[src/hw/dcm_cfg.svh]
// register map, field positions, reset values and timing counts of the clock and mode block
`ifndef DCM_CFG_SVH
`define DCM_CFG_SVH

`define DCM_ADDR_W 5
`define DCM_OFS_INTERP 5'h01
`define DCM_OFS_FMT_EDGE 5'h02
`define DCM_OFS_LOOP 5'h04

`define DCM_INTERP_HI 7
`define DCM_INTERP_LO 6
`define DCM_FMT_BIT 7
`define DCM_EDGE_BIT 4
`define DCM_LOOP_EN_BIT 7
`define DCM_MULT_HI 6
`define DCM_MULT_LO 5
`define DCM_DIV_HI 4
`define DCM_DIV_LO 3
`define DCM_LOCK_PIN_BIT 0

`define DCM_RST_INTERP 2'h0
`define DCM_RST_FMT 1'h0
`define DCM_RST_EDGE 1'h0
`define DCM_RST_LOOP_EN 1'h0
`define DCM_RST_MULT 2'h0
`define DCM_RST_DIV 2'h0
`define DCM_RST_LOCK_PIN 1'h0

`define DCM_CLK_PERIOD_NS 20
`define DCM_LOCK_TIME_NS 2000
`define DCM_LOCK_CYCLES ((`DCM_LOCK_TIME_NS + `DCM_CLK_PERIOD_NS - 1) / `DCM_CLK_PERIOD_NS)

`endif

[src/hw/dcm_pkg.sv]
// types shared by the clock and mode block
package dcm_pkg;

  typedef enum logic [1:0] {SP_INSTR, SP_LOAD, SP_DATA, SP_DONE} dcm_sp_state_type;

  typedef struct packed {
    dcm_sp_state_type state;
    logic sclk_q;
    logic [3:0] bit_cnt;
    logic read;
    logic [4:0] addr;
    logic [7:0] shift;
    logic sdo_en;
    logic wr_stb;
  } dcm_sp_regs_type;

  typedef struct packed {
    logic [2:0] cnt;
    logic level;
  } dcm_div_regs_type;

endpackage

[src/hw/dcm_clock_mode_config.sv]
// mode and clock configuration of the interpolating converter, with sample capture
`timescale 1ns/10ps
`default_nettype none
`include "dcm_cfg.svh"
module dcm_clock_mode_config #(
  parameter int SAMPLE_W = 12,
  parameter int LOCK_CYCLES = `DCM_LOCK_CYCLES
) (
  input wire logic clk_i,
  input wire logic reset_i,
  input wire logic csb_n_i,
  input wire logic sclk_i,
  input wire logic sdio_i,
  output logic sdio_o,
  output logic sdio_oe_o,
  input wire logic [SAMPLE_W-1:0] sample_i,
  output logic [SAMPLE_W-1:0] sample_o,
  output logic sample_valid_o,
  output logic data_clock_o,
  output logic sync_enable_o,
  output logic multiplier_loop_enable_o,
  output logic loop_locked_o,
  output logic [4:0] interp_factor_o,
  output logic [4:0] loop_multiplier_o,
  output logic [4:0] loop_divider_o
);
  import dcm_pkg::*;

  localparam int LOCK_W = $clog2(LOCK_CYCLES + 1);
  localparam logic [SAMPLE_W-1:0] MSB_MASK = {1'b1, {(SAMPLE_W-1){1'b0}}};

  typedef struct packed {
    logic [1:0] interp;
    logic sample_format_select;
    logic edge_sel;
    logic multiplier_loop_enable;
    logic [1:0] loop_multiplier;
    logic [1:0] loop_divider;
    logic lock_flag_to_pin;
    logic [LOCK_W-1:0] lock_cnt;
    logic locked;
    logic pin;
    logic [SAMPLE_W-1:0] sample;
    logic valid;
  } dcm_main_regs_type;

  dcm_main_regs_type r;
  dcm_main_regs_type next_r;

  logic [4:0] sp_addr;
  logic [7:0] sp_wdata;
  logic sp_wr;
  logic [7:0] rdata;
  logic [4:0] div_factor;
  logic div_start;
  logic div_mid;
  logic div_level;
  logic capture;
  logic cfg_touch;

  // 2**(code+base): shared decode of interpolation, multiplier and divider codes
  function automatic logic [4:0] dcm_pow2(input logic [1:0] code, input logic base);
    logic [2:0] sh;
    sh = {1'b0, code} + {2'b00, base};
    dcm_pow2 = 5'h01 << sh;
  endfunction

  dcm_serial_port u_port (
    .clk_i(clk_i),
    .reset_i(reset_i),
    .csb_n_i(csb_n_i),
    .sclk_i(sclk_i),
    .sdio_i(sdio_i),
    .sdio_o(sdio_o),
    .sdio_oe_o(sdio_oe_o),
    .rdata_i(rdata),
    .addr_o(sp_addr),
    .wdata_o(sp_wdata),
    .wr_o(sp_wr)
  );

  // with the loop on the input clock already runs at the data rate
  assign div_factor = r.multiplier_loop_enable ? 5'h01 : dcm_pow2(r.interp, 1'b0);

  dcm_rate_divider #(
    .CNT_W(3)
  ) u_div (
    .clk_i(clk_i),
    .reset_i(reset_i),
    .factor_i(div_factor[3:0]),
    .start_o(div_start),
    .mid_o(div_mid),
    .level_o(div_level)
  );

  // rising edge of the data clock is the period start, falling edge its middle
  assign capture = r.edge_sel ? div_mid : div_start;
  assign cfg_touch = sp_wr && (sp_addr == `DCM_OFS_LOOP || sp_addr == `DCM_OFS_INTERP);

  // read-back; undefined bits and unmapped addresses read zero
  always_comb begin
    rdata = 8'h00;
    case (sp_addr)
      `DCM_OFS_INTERP: begin
        rdata[`DCM_INTERP_HI:`DCM_INTERP_LO] = r.interp;
      end
      `DCM_OFS_FMT_EDGE: begin
        rdata[`DCM_FMT_BIT] = r.sample_format_select;
        rdata[`DCM_EDGE_BIT] = r.edge_sel;
      end
      `DCM_OFS_LOOP: begin
        rdata[`DCM_LOOP_EN_BIT] = r.multiplier_loop_enable;
        rdata[`DCM_MULT_HI:`DCM_MULT_LO] = r.loop_multiplier;
        rdata[`DCM_DIV_HI:`DCM_DIV_LO] = r.loop_divider;
        rdata[`DCM_LOCK_PIN_BIT] = r.lock_flag_to_pin;
      end
      default: begin
        rdata = 8'h00;
      end
    endcase
  end

  always_comb begin
    next_r = r;
    if (sp_wr) begin
      case (sp_addr)
        `DCM_OFS_INTERP: begin
          next_r.interp = sp_wdata[`DCM_INTERP_HI:`DCM_INTERP_LO];
        end
        `DCM_OFS_FMT_EDGE: begin
          next_r.sample_format_select = sp_wdata[`DCM_FMT_BIT];
          next_r.edge_sel = sp_wdata[`DCM_EDGE_BIT];
        end
        `DCM_OFS_LOOP: begin
          next_r.multiplier_loop_enable = sp_wdata[`DCM_LOOP_EN_BIT];
          next_r.loop_multiplier = sp_wdata[`DCM_MULT_HI:`DCM_MULT_LO];
          next_r.loop_divider = sp_wdata[`DCM_DIV_HI:`DCM_DIV_LO];
          next_r.lock_flag_to_pin = sp_wdata[`DCM_LOCK_PIN_BIT];
        end
        default: begin
          next_r.interp = r.interp;
        end
      endcase
    end
    // lock model: any change to the loop or rate setting restarts acquisition
    if (!r.multiplier_loop_enable || cfg_touch) begin
      next_r.lock_cnt = '0;
      next_r.locked = 1'b0;
    end else if (r.lock_cnt != LOCK_W'(LOCK_CYCLES)) begin
      next_r.lock_cnt = r.lock_cnt + 1'b1;
      next_r.locked = 1'b0;
    end else begin
      next_r.locked = 1'b1;
    end
    // pin shows lock whenever the loop runs or lock is routed out
    if (r.multiplier_loop_enable || r.lock_flag_to_pin) begin
      next_r.pin = r.locked;
    end else begin
      next_r.pin = div_level;
    end
    next_r.valid = capture;
    if (capture) begin
      // offset binary goes to two's complement by flipping the sign bit
      next_r.sample = r.sample_format_select ? (sample_i ^ MSB_MASK) : sample_i;
    end
  end

  // synchronous hard reset restores every default
  always_ff @(posedge clk_i) begin
    if (reset_i) begin
      r <= '0;
      r.interp <= `DCM_RST_INTERP;
      r.sample_format_select <= `DCM_RST_FMT;
      r.edge_sel <= `DCM_RST_EDGE;
      r.multiplier_loop_enable <= `DCM_RST_LOOP_EN;
      r.loop_multiplier <= `DCM_RST_MULT;
      r.loop_divider <= `DCM_RST_DIV;
      r.lock_flag_to_pin <= `DCM_RST_LOCK_PIN;
    end else begin
      r <= next_r;
    end
  end

  assign sample_o = r.sample;
  assign sample_valid_o = r.valid;
  assign data_clock_o = r.pin;
  assign sync_enable_o = ~r.lock_flag_to_pin;
  assign multiplier_loop_enable_o = r.multiplier_loop_enable;
  assign loop_locked_o = r.locked;
  assign interp_factor_o = dcm_pow2(r.interp, 1'b0);
  assign loop_multiplier_o = dcm_pow2(r.loop_multiplier, 1'b1);
  assign loop_divider_o = dcm_pow2(r.loop_divider, 1'b0);

  // helper: cycles between captures while no setting changed
  logic [4:0] gap;
  logic gap_ok;
  logic [1:0] wr_interp;
  assign wr_interp = sp_wdata[`DCM_INTERP_HI:`DCM_INTERP_LO];

  always_ff @(posedge clk_i) begin
    if (reset_i) begin
      gap <= 5'h00;
      gap_ok <= 1'b0;
    end else if (capture) begin
      gap <= 5'h01;
      gap_ok <= ~sp_wr;
    end else begin
      gap <= (gap == 5'h1f) ? gap : gap + 5'h01;
      gap_ok <= gap_ok & ~sp_wr;
    end
  end
endmodule
`default_nettype wire

[src/hw/dcm_rate_divider.sv]
// divides the input clock by a power-of-two factor into period and mid-period strobes
`timescale 1ns/10ps
`default_nettype none
module dcm_rate_divider #(
  parameter int CNT_W = 3
) (
  input wire logic clk_i,
  input wire logic reset_i,
  input wire logic [CNT_W:0] factor_i,
  output logic start_o,
  output logic mid_o,
  output logic level_o
);
  import dcm_pkg::*;

  dcm_div_regs_type r;
  dcm_div_regs_type next_r;
  logic [CNT_W:0] cnt_ext;
  logic [CNT_W:0] next_cnt_ext;

  assign cnt_ext = {1'b0, r.cnt};
  assign start_o = (r.cnt == '0);
  // factor 1 puts both strobes in the same cycle
  assign mid_o = (cnt_ext == (factor_i >> 1));
  assign level_o = r.level;

  always_comb begin
    next_r = r;
    // a shrunken factor wraps at once instead of running out the old period
    if (cnt_ext >= factor_i - 1'b1) begin
      next_cnt_ext = '0;
    end else begin
      next_cnt_ext = cnt_ext + 1'b1;
    end
    next_r.cnt = next_cnt_ext[CNT_W-1:0];
    next_r.level = (next_cnt_ext < ((factor_i + 1'b1) >> 1));
  end

  always_ff @(posedge clk_i) begin
    if (reset_i) begin
      r <= '0;
    end else begin
      r <= next_r;
    end
  end
endmodule
`default_nettype wire

[src/hw/dcm_serial_port.sv]
// serial control port slave: 16-bit frames, instruction byte then one data byte
`timescale 1ns/10ps
`default_nettype none
module dcm_serial_port (
  input wire logic clk_i,
  input wire logic reset_i,
  input wire logic csb_n_i,
  input wire logic sclk_i,
  input wire logic sdio_i,
  output logic sdio_o,
  output logic sdio_oe_o,
  input wire logic [7:0] rdata_i,
  output logic [4:0] addr_o,
  output logic [7:0] wdata_o,
  output logic wr_o
);
  import dcm_pkg::*;

  dcm_sp_regs_type r;
  dcm_sp_regs_type next_r;
  logic rise;
  logic fall;

  // sclk is oversampled, so it must stay at least two clocks in each level
  assign rise = sclk_i & ~r.sclk_q;
  assign fall = ~sclk_i & r.sclk_q;
  assign sdio_o = r.shift[7];
  assign sdio_oe_o = r.sdo_en;
  assign addr_o = r.addr;
  assign wdata_o = r.shift;
  assign wr_o = r.wr_stb;

  always_comb begin
    next_r = r;
    next_r.sclk_q = sclk_i;
    next_r.wr_stb = 1'b0;
    if (csb_n_i) begin
      next_r.state = SP_INSTR;
      next_r.bit_cnt = 4'h0;
      next_r.sdo_en = 1'b0;
    end else begin
      case (r.state)
        SP_INSTR: begin
          if (rise) begin
            next_r.shift = {r.shift[6:0], sdio_i};
            next_r.bit_cnt = r.bit_cnt + 4'h1;
            if (r.bit_cnt == 4'h7) begin
              next_r.read = r.shift[6];
              next_r.addr = {r.shift[3:0], sdio_i};
              next_r.bit_cnt = 4'h0;
              next_r.state = SP_LOAD;
            end
          end
        end
        SP_LOAD: begin
          next_r.state = SP_DATA;
          if (r.read) begin
            next_r.shift = rdata_i;
            next_r.sdo_en = 1'b1;
          end
        end
        SP_DATA: begin
          if (rise) begin
            next_r.bit_cnt = r.bit_cnt + 4'h1;
            if (!r.read) begin
              next_r.shift = {r.shift[6:0], sdio_i};
            end
            if (r.bit_cnt == 4'h7) begin
              next_r.state = SP_DONE;
              next_r.wr_stb = ~r.read;
            end
          end else if (fall && r.read && r.bit_cnt != 4'h0) begin
            next_r.shift = {r.shift[6:0], 1'b0};
          end
        end
        SP_DONE: begin
          if (fall) begin
            next_r.sdo_en = 1'b0;
          end
        end
        default: begin
          next_r.state = SP_INSTR;
        end
      endcase
    end
  end

  always_ff @(posedge clk_i) begin
    if (reset_i) begin
      r <= '0;
    end else begin
      r <= next_r;
    end
  end
endmodule
`default_nettype wire

[config.mk]
export PLATFORM = sky130hd
export DESIGN_NAME = dcm_clock_mode_config
export DESIGN_NICKNAME = d
export VERILOG_FILES = /design/src/hw/dcm_pkg.sv /design/src/hw/dcm_clock_mode_config.sv /design/src/hw/dcm_rate_divider.sv /design/src/hw/dcm_serial_port.sv
export VERILOG_INCLUDE_DIRS = /design/src /design/src/hw
export SDC_FILE = /design/constraint.sdc
export NUM_CORES = 1
export LEC_CHECK = 0
export BUFFER_PORTS_ARGS = -buffer_cell sky130_fd_sc_hd__buf_2
export CORE_ASPECT_RATIO = 2
export CORE_MARGIN = 8
export CORE_UTILIZATION = 25
export CTS_CLUSTER_DIAMETER = 80
export CTS_CLUSTER_SIZE = 14
export DETAILED_ROUTE_END_ITERATION = 10
export PLACE_DENSITY = 0.54
export SYNTH_ARGS = -nofsm -noshare
export SYNTH_HDL_FRONTEND = slang
export SYNTH_SLANG_ARGS = --single-unit
[constraint.sdc]
create_clock -name clk_i -period 3.4 [get_ports clk_i]
set_clock_uncertainty 0.05 [all_clocks]
set_input_delay 0.17 -clock clk_i [delete_from_list [all_inputs] [get_ports clk_i]]
set_output_delay 0.17 -clock clk_i [all_outputs]
set_load 0.01 [all_outputs]
==> flow_metrics.tcl <==
set metrics [dict create \
    outcome "completed" \
    clockRootBuffer "clkbuf_16" \
    maxSlewHeadroom 0.305 \
    place_hpwl_mm 6.09 \
    worstPathArrival_ns 3.10 \
    cts_sinks 59 \
    p_leak_nw 1.47 \
    synth_top_area_frac 0.370 \
    initialDrtViolationCount 112 \
    hold_path_class "input port to register" \
    filler_cell_count 1352 \
    cp-end-kind "register" \
    worst_pin_slew_ns 1.03 \
    ioPinCount 51 \
    fin_ws_ns 0.466 \
    finalCritPeriodShare 0.863 \
    slew_violations 0 \
    rows 58 \
    place_ws_ns 0.494 \
    die_area_um2 16800 \
    critPathLaunchType "register" \
    yosysWarnings 0 \
    synth_edf_count 0 \
    ant_nets 0 \
    multiInputGateArea_um2 1770 \
    power.density_nw_per_um2 438 \
    register_area_um2 1180 \
    io_buffers 47 \
    setup_viol 0 \
    worst-r2r-setup-slack_ns 0.47 \
    timing.final.hold_violations 0 \
    crit_path_cell_trace "o21bai_1 > inv_1 > ha_1 > ha_1 > a21oi_1 > o21ai_0 > nor2_1 > ha_1 > o21ai_0 > a31oi_1 > nor4_1" \
    cts.clk_slew.worst_paths_ns 0.05 \
    dr.pass1.iters 4 \
    synth.area.top_cells "dfxtp_1 37%, mux2i_1 8.2%, ha_1 7.1%" \
    area_delta_synth_final_pct 17.1 \
    synth_most_common_cell "dfxtp_1" \
    synth_cell_types 51 \
    cp_top_family "compound AO/OA/AOI/OAI gates" \
    grt_pass1_wl_mm 12.8 \
    synth_common_cells "59 x dfxtp_1, 53 x nor2_1, 28 x nand2b_1" \
    die_w_um 95.9 \
    cts_buffers 9 \
    ys_seq_area_frac 0.370 \
    grt_overflow_total 0 \
    vdd_drop_max_mv 0.242 \
    core_um2 12500 \
    routedWlPerCell_um 14.0 \
    grt_pass1_vias 2649 \
    drc 0 \
    grtUsageTotal 0.0987 \
    final_core_util 0.299 \
    critPathRequiredTime_ns 3.57 \
    placed_cells 535 \
    crit_top_cell "ha_1" \
    cts_tree "done" \
    avgSynthCellArea_um2 8.78 \
    drive_gt1_frac 0.190 \
    wl_mm 7.74 \
    synth-seq-cells 59 \
    crit_fanout 11 \
    num_vias 2532 \
    cts-resized-gates 0 \
    p_total_mw 1.63 \
    n_antenna_cell 0 \
    synthArstFlopShare 0 \
    maxCapViolations 0 \
    insertion_delay_ns 0.32 \
    cts_setup_buffers 0 \
    critPathKind "register to register" \
    final_nets 431 \
    synth_ff_type "dfxtp_1" \
    slowest_stage "dfxtp_1" \
    place.gp.congestion 0.810 \
    start_util 0.255 \
    htree_num_levels 3 \
    cpPeakStageDelay_ns 0.55 \
    fmax_ghz 0.341 \
    antenna_found_initial 0 \
    viasPerCell 4.60 \
    finalNonFillerCells 551 \
    synth_area_um2 3190 \
    yosysTopAreaCell "dfxtp_1" \
    netlist_instances 363 \
    clockBufferDepth 2 \
    worst-path-buf-inv 1 \
    holdBufCountCts 0 \
    tns_ns 0 \
    period_needed_ns 2.93 \
    die_y_um 176 \
    grt_max_degree 50 \
    rsz0062_at_grt "no" \
]
cell type report:
| type | count | share of cell area |
|---|---|---|
| Inverter | 18 | 0.0181 |
| Clock buffer | 11 | 0.0677 |
| Multi-Input combinational cell | 259 | 0.473 |
| Tap cell | 150 | 0.0503 |
| Sequential cell | 59 | 0.316 |
| Timing Repair Buffer | 49 | 0.0670 |
| Clock inverter | 5 | 0.00738 |
power breakdown:
part / internal, mW / leakage (nW) / switching [mW] / total [mW]
clock: 0.526 / 0.141 / 0.310 / 0.836
combinational: 0.0346 / 0.848 / 0.0439 / 0.0785
sequential: 0.707 / 0.481 / 0.0123 / 0.719
logic make-up (layout without fill, tap and decap cells):
group	count (synthesis)	after routing	share of synthesized area
and+or+nand+nor	155	155	0.266
DFF	59	59	0.370
buffers and inverters	47	83	0.0781
AOI/OAI and AO/OA	43	43	0.0922
muxes	27	27	0.0852
adders and majority gates	18	18	0.0706
xor gates and xnor gates	13	13	0.0357
other	1	3	0.00118
tightest hold or removal path: cells and delay by family:
kind	cells	cell delay (ns)
AND/OR/NAND/NOR	1	0.05
multiplexers	1	0.05
buffers and inverters	1	0.10
metrics by stage:
step | cell area (µm²) | hold slack [ns]
after detailed placement | 3450 | 0.389
after CTS | 3730 | 0.0409
after global placement | 3450 | 0.378
final | 3730 | 0.0509
after floorplan | 3200 | 0.248
after global routing | 3730 | 0.0507
state kept, by name, indices dropped and copies added (netlist names), 3 cells and up:
signal / cells
r: 16
sample_o: 12
u_port.r: 8
u_port.wdata_o: 8
u_port.addr_o: 5
u_div.cnt_ext: 3
path summary, 6_finish.rpt:
kind                                                from       endpoint  depth (start not counted)
worst max-delay path            multiplier_loop_enable_o  u_div.level_o                         11
worst min register to register               sample_o[9]    sample_o[9]                          2
worst min-delay path                         sample_i[1]    sample_o[1]                          3
worst max register to register  multiplier_loop_enable_o  u_div.level_o                         11
metal layers:
| metal | vias to the layer above | part of all wire | track usage |
|---|---|---|---|
| met1 | 1201 | 0.35 | 0.0850 |
| li1 | 1280 | - | - |
| met5 | - | 0 | 0 |
| met2 | 36 | 0.58 | 0.190 |
| met4 | 0 | 0.033 | 0.0594 |
| met3 | 15 | 0.033 | 0.0244 |
cell usage in the layout (no fill, tap or decap), types with 3 or more instances in the layout:
| cell | instances |
|---|---|
| a211oi_1 | 3 |
| a21oi_1 | 15 |
| a311oi_1 | 3 |
| and2_1 | 3 |
| buf_2 | 47 |
| clkbuf_16 | 9 |
| clkinv_2 | 4 |
| conb_1 | 3 |
| dfxtp_1 | 59 |
| ha_1 | 18 |
| inv_1 | 18 |
| mux2i_1 | 26 |
| nand2_1 | 17 |
| nand2b_1 | 28 |
| nand3_1 | 7 |
| nand3b_1 | 5 |
| nand4_1 | 4 |
| nor2_1 | 53 |
| nor2b_1 | 11 |
| nor3_1 | 6 |
| nor4_1 | 3 |
| o21ai_0 | 6 |
| or4b_1 | 3 |
| xnor2_1 | 7 |
| xor2_1 | 6 |
Note: power is estimated with default switching activity, not from simulation.
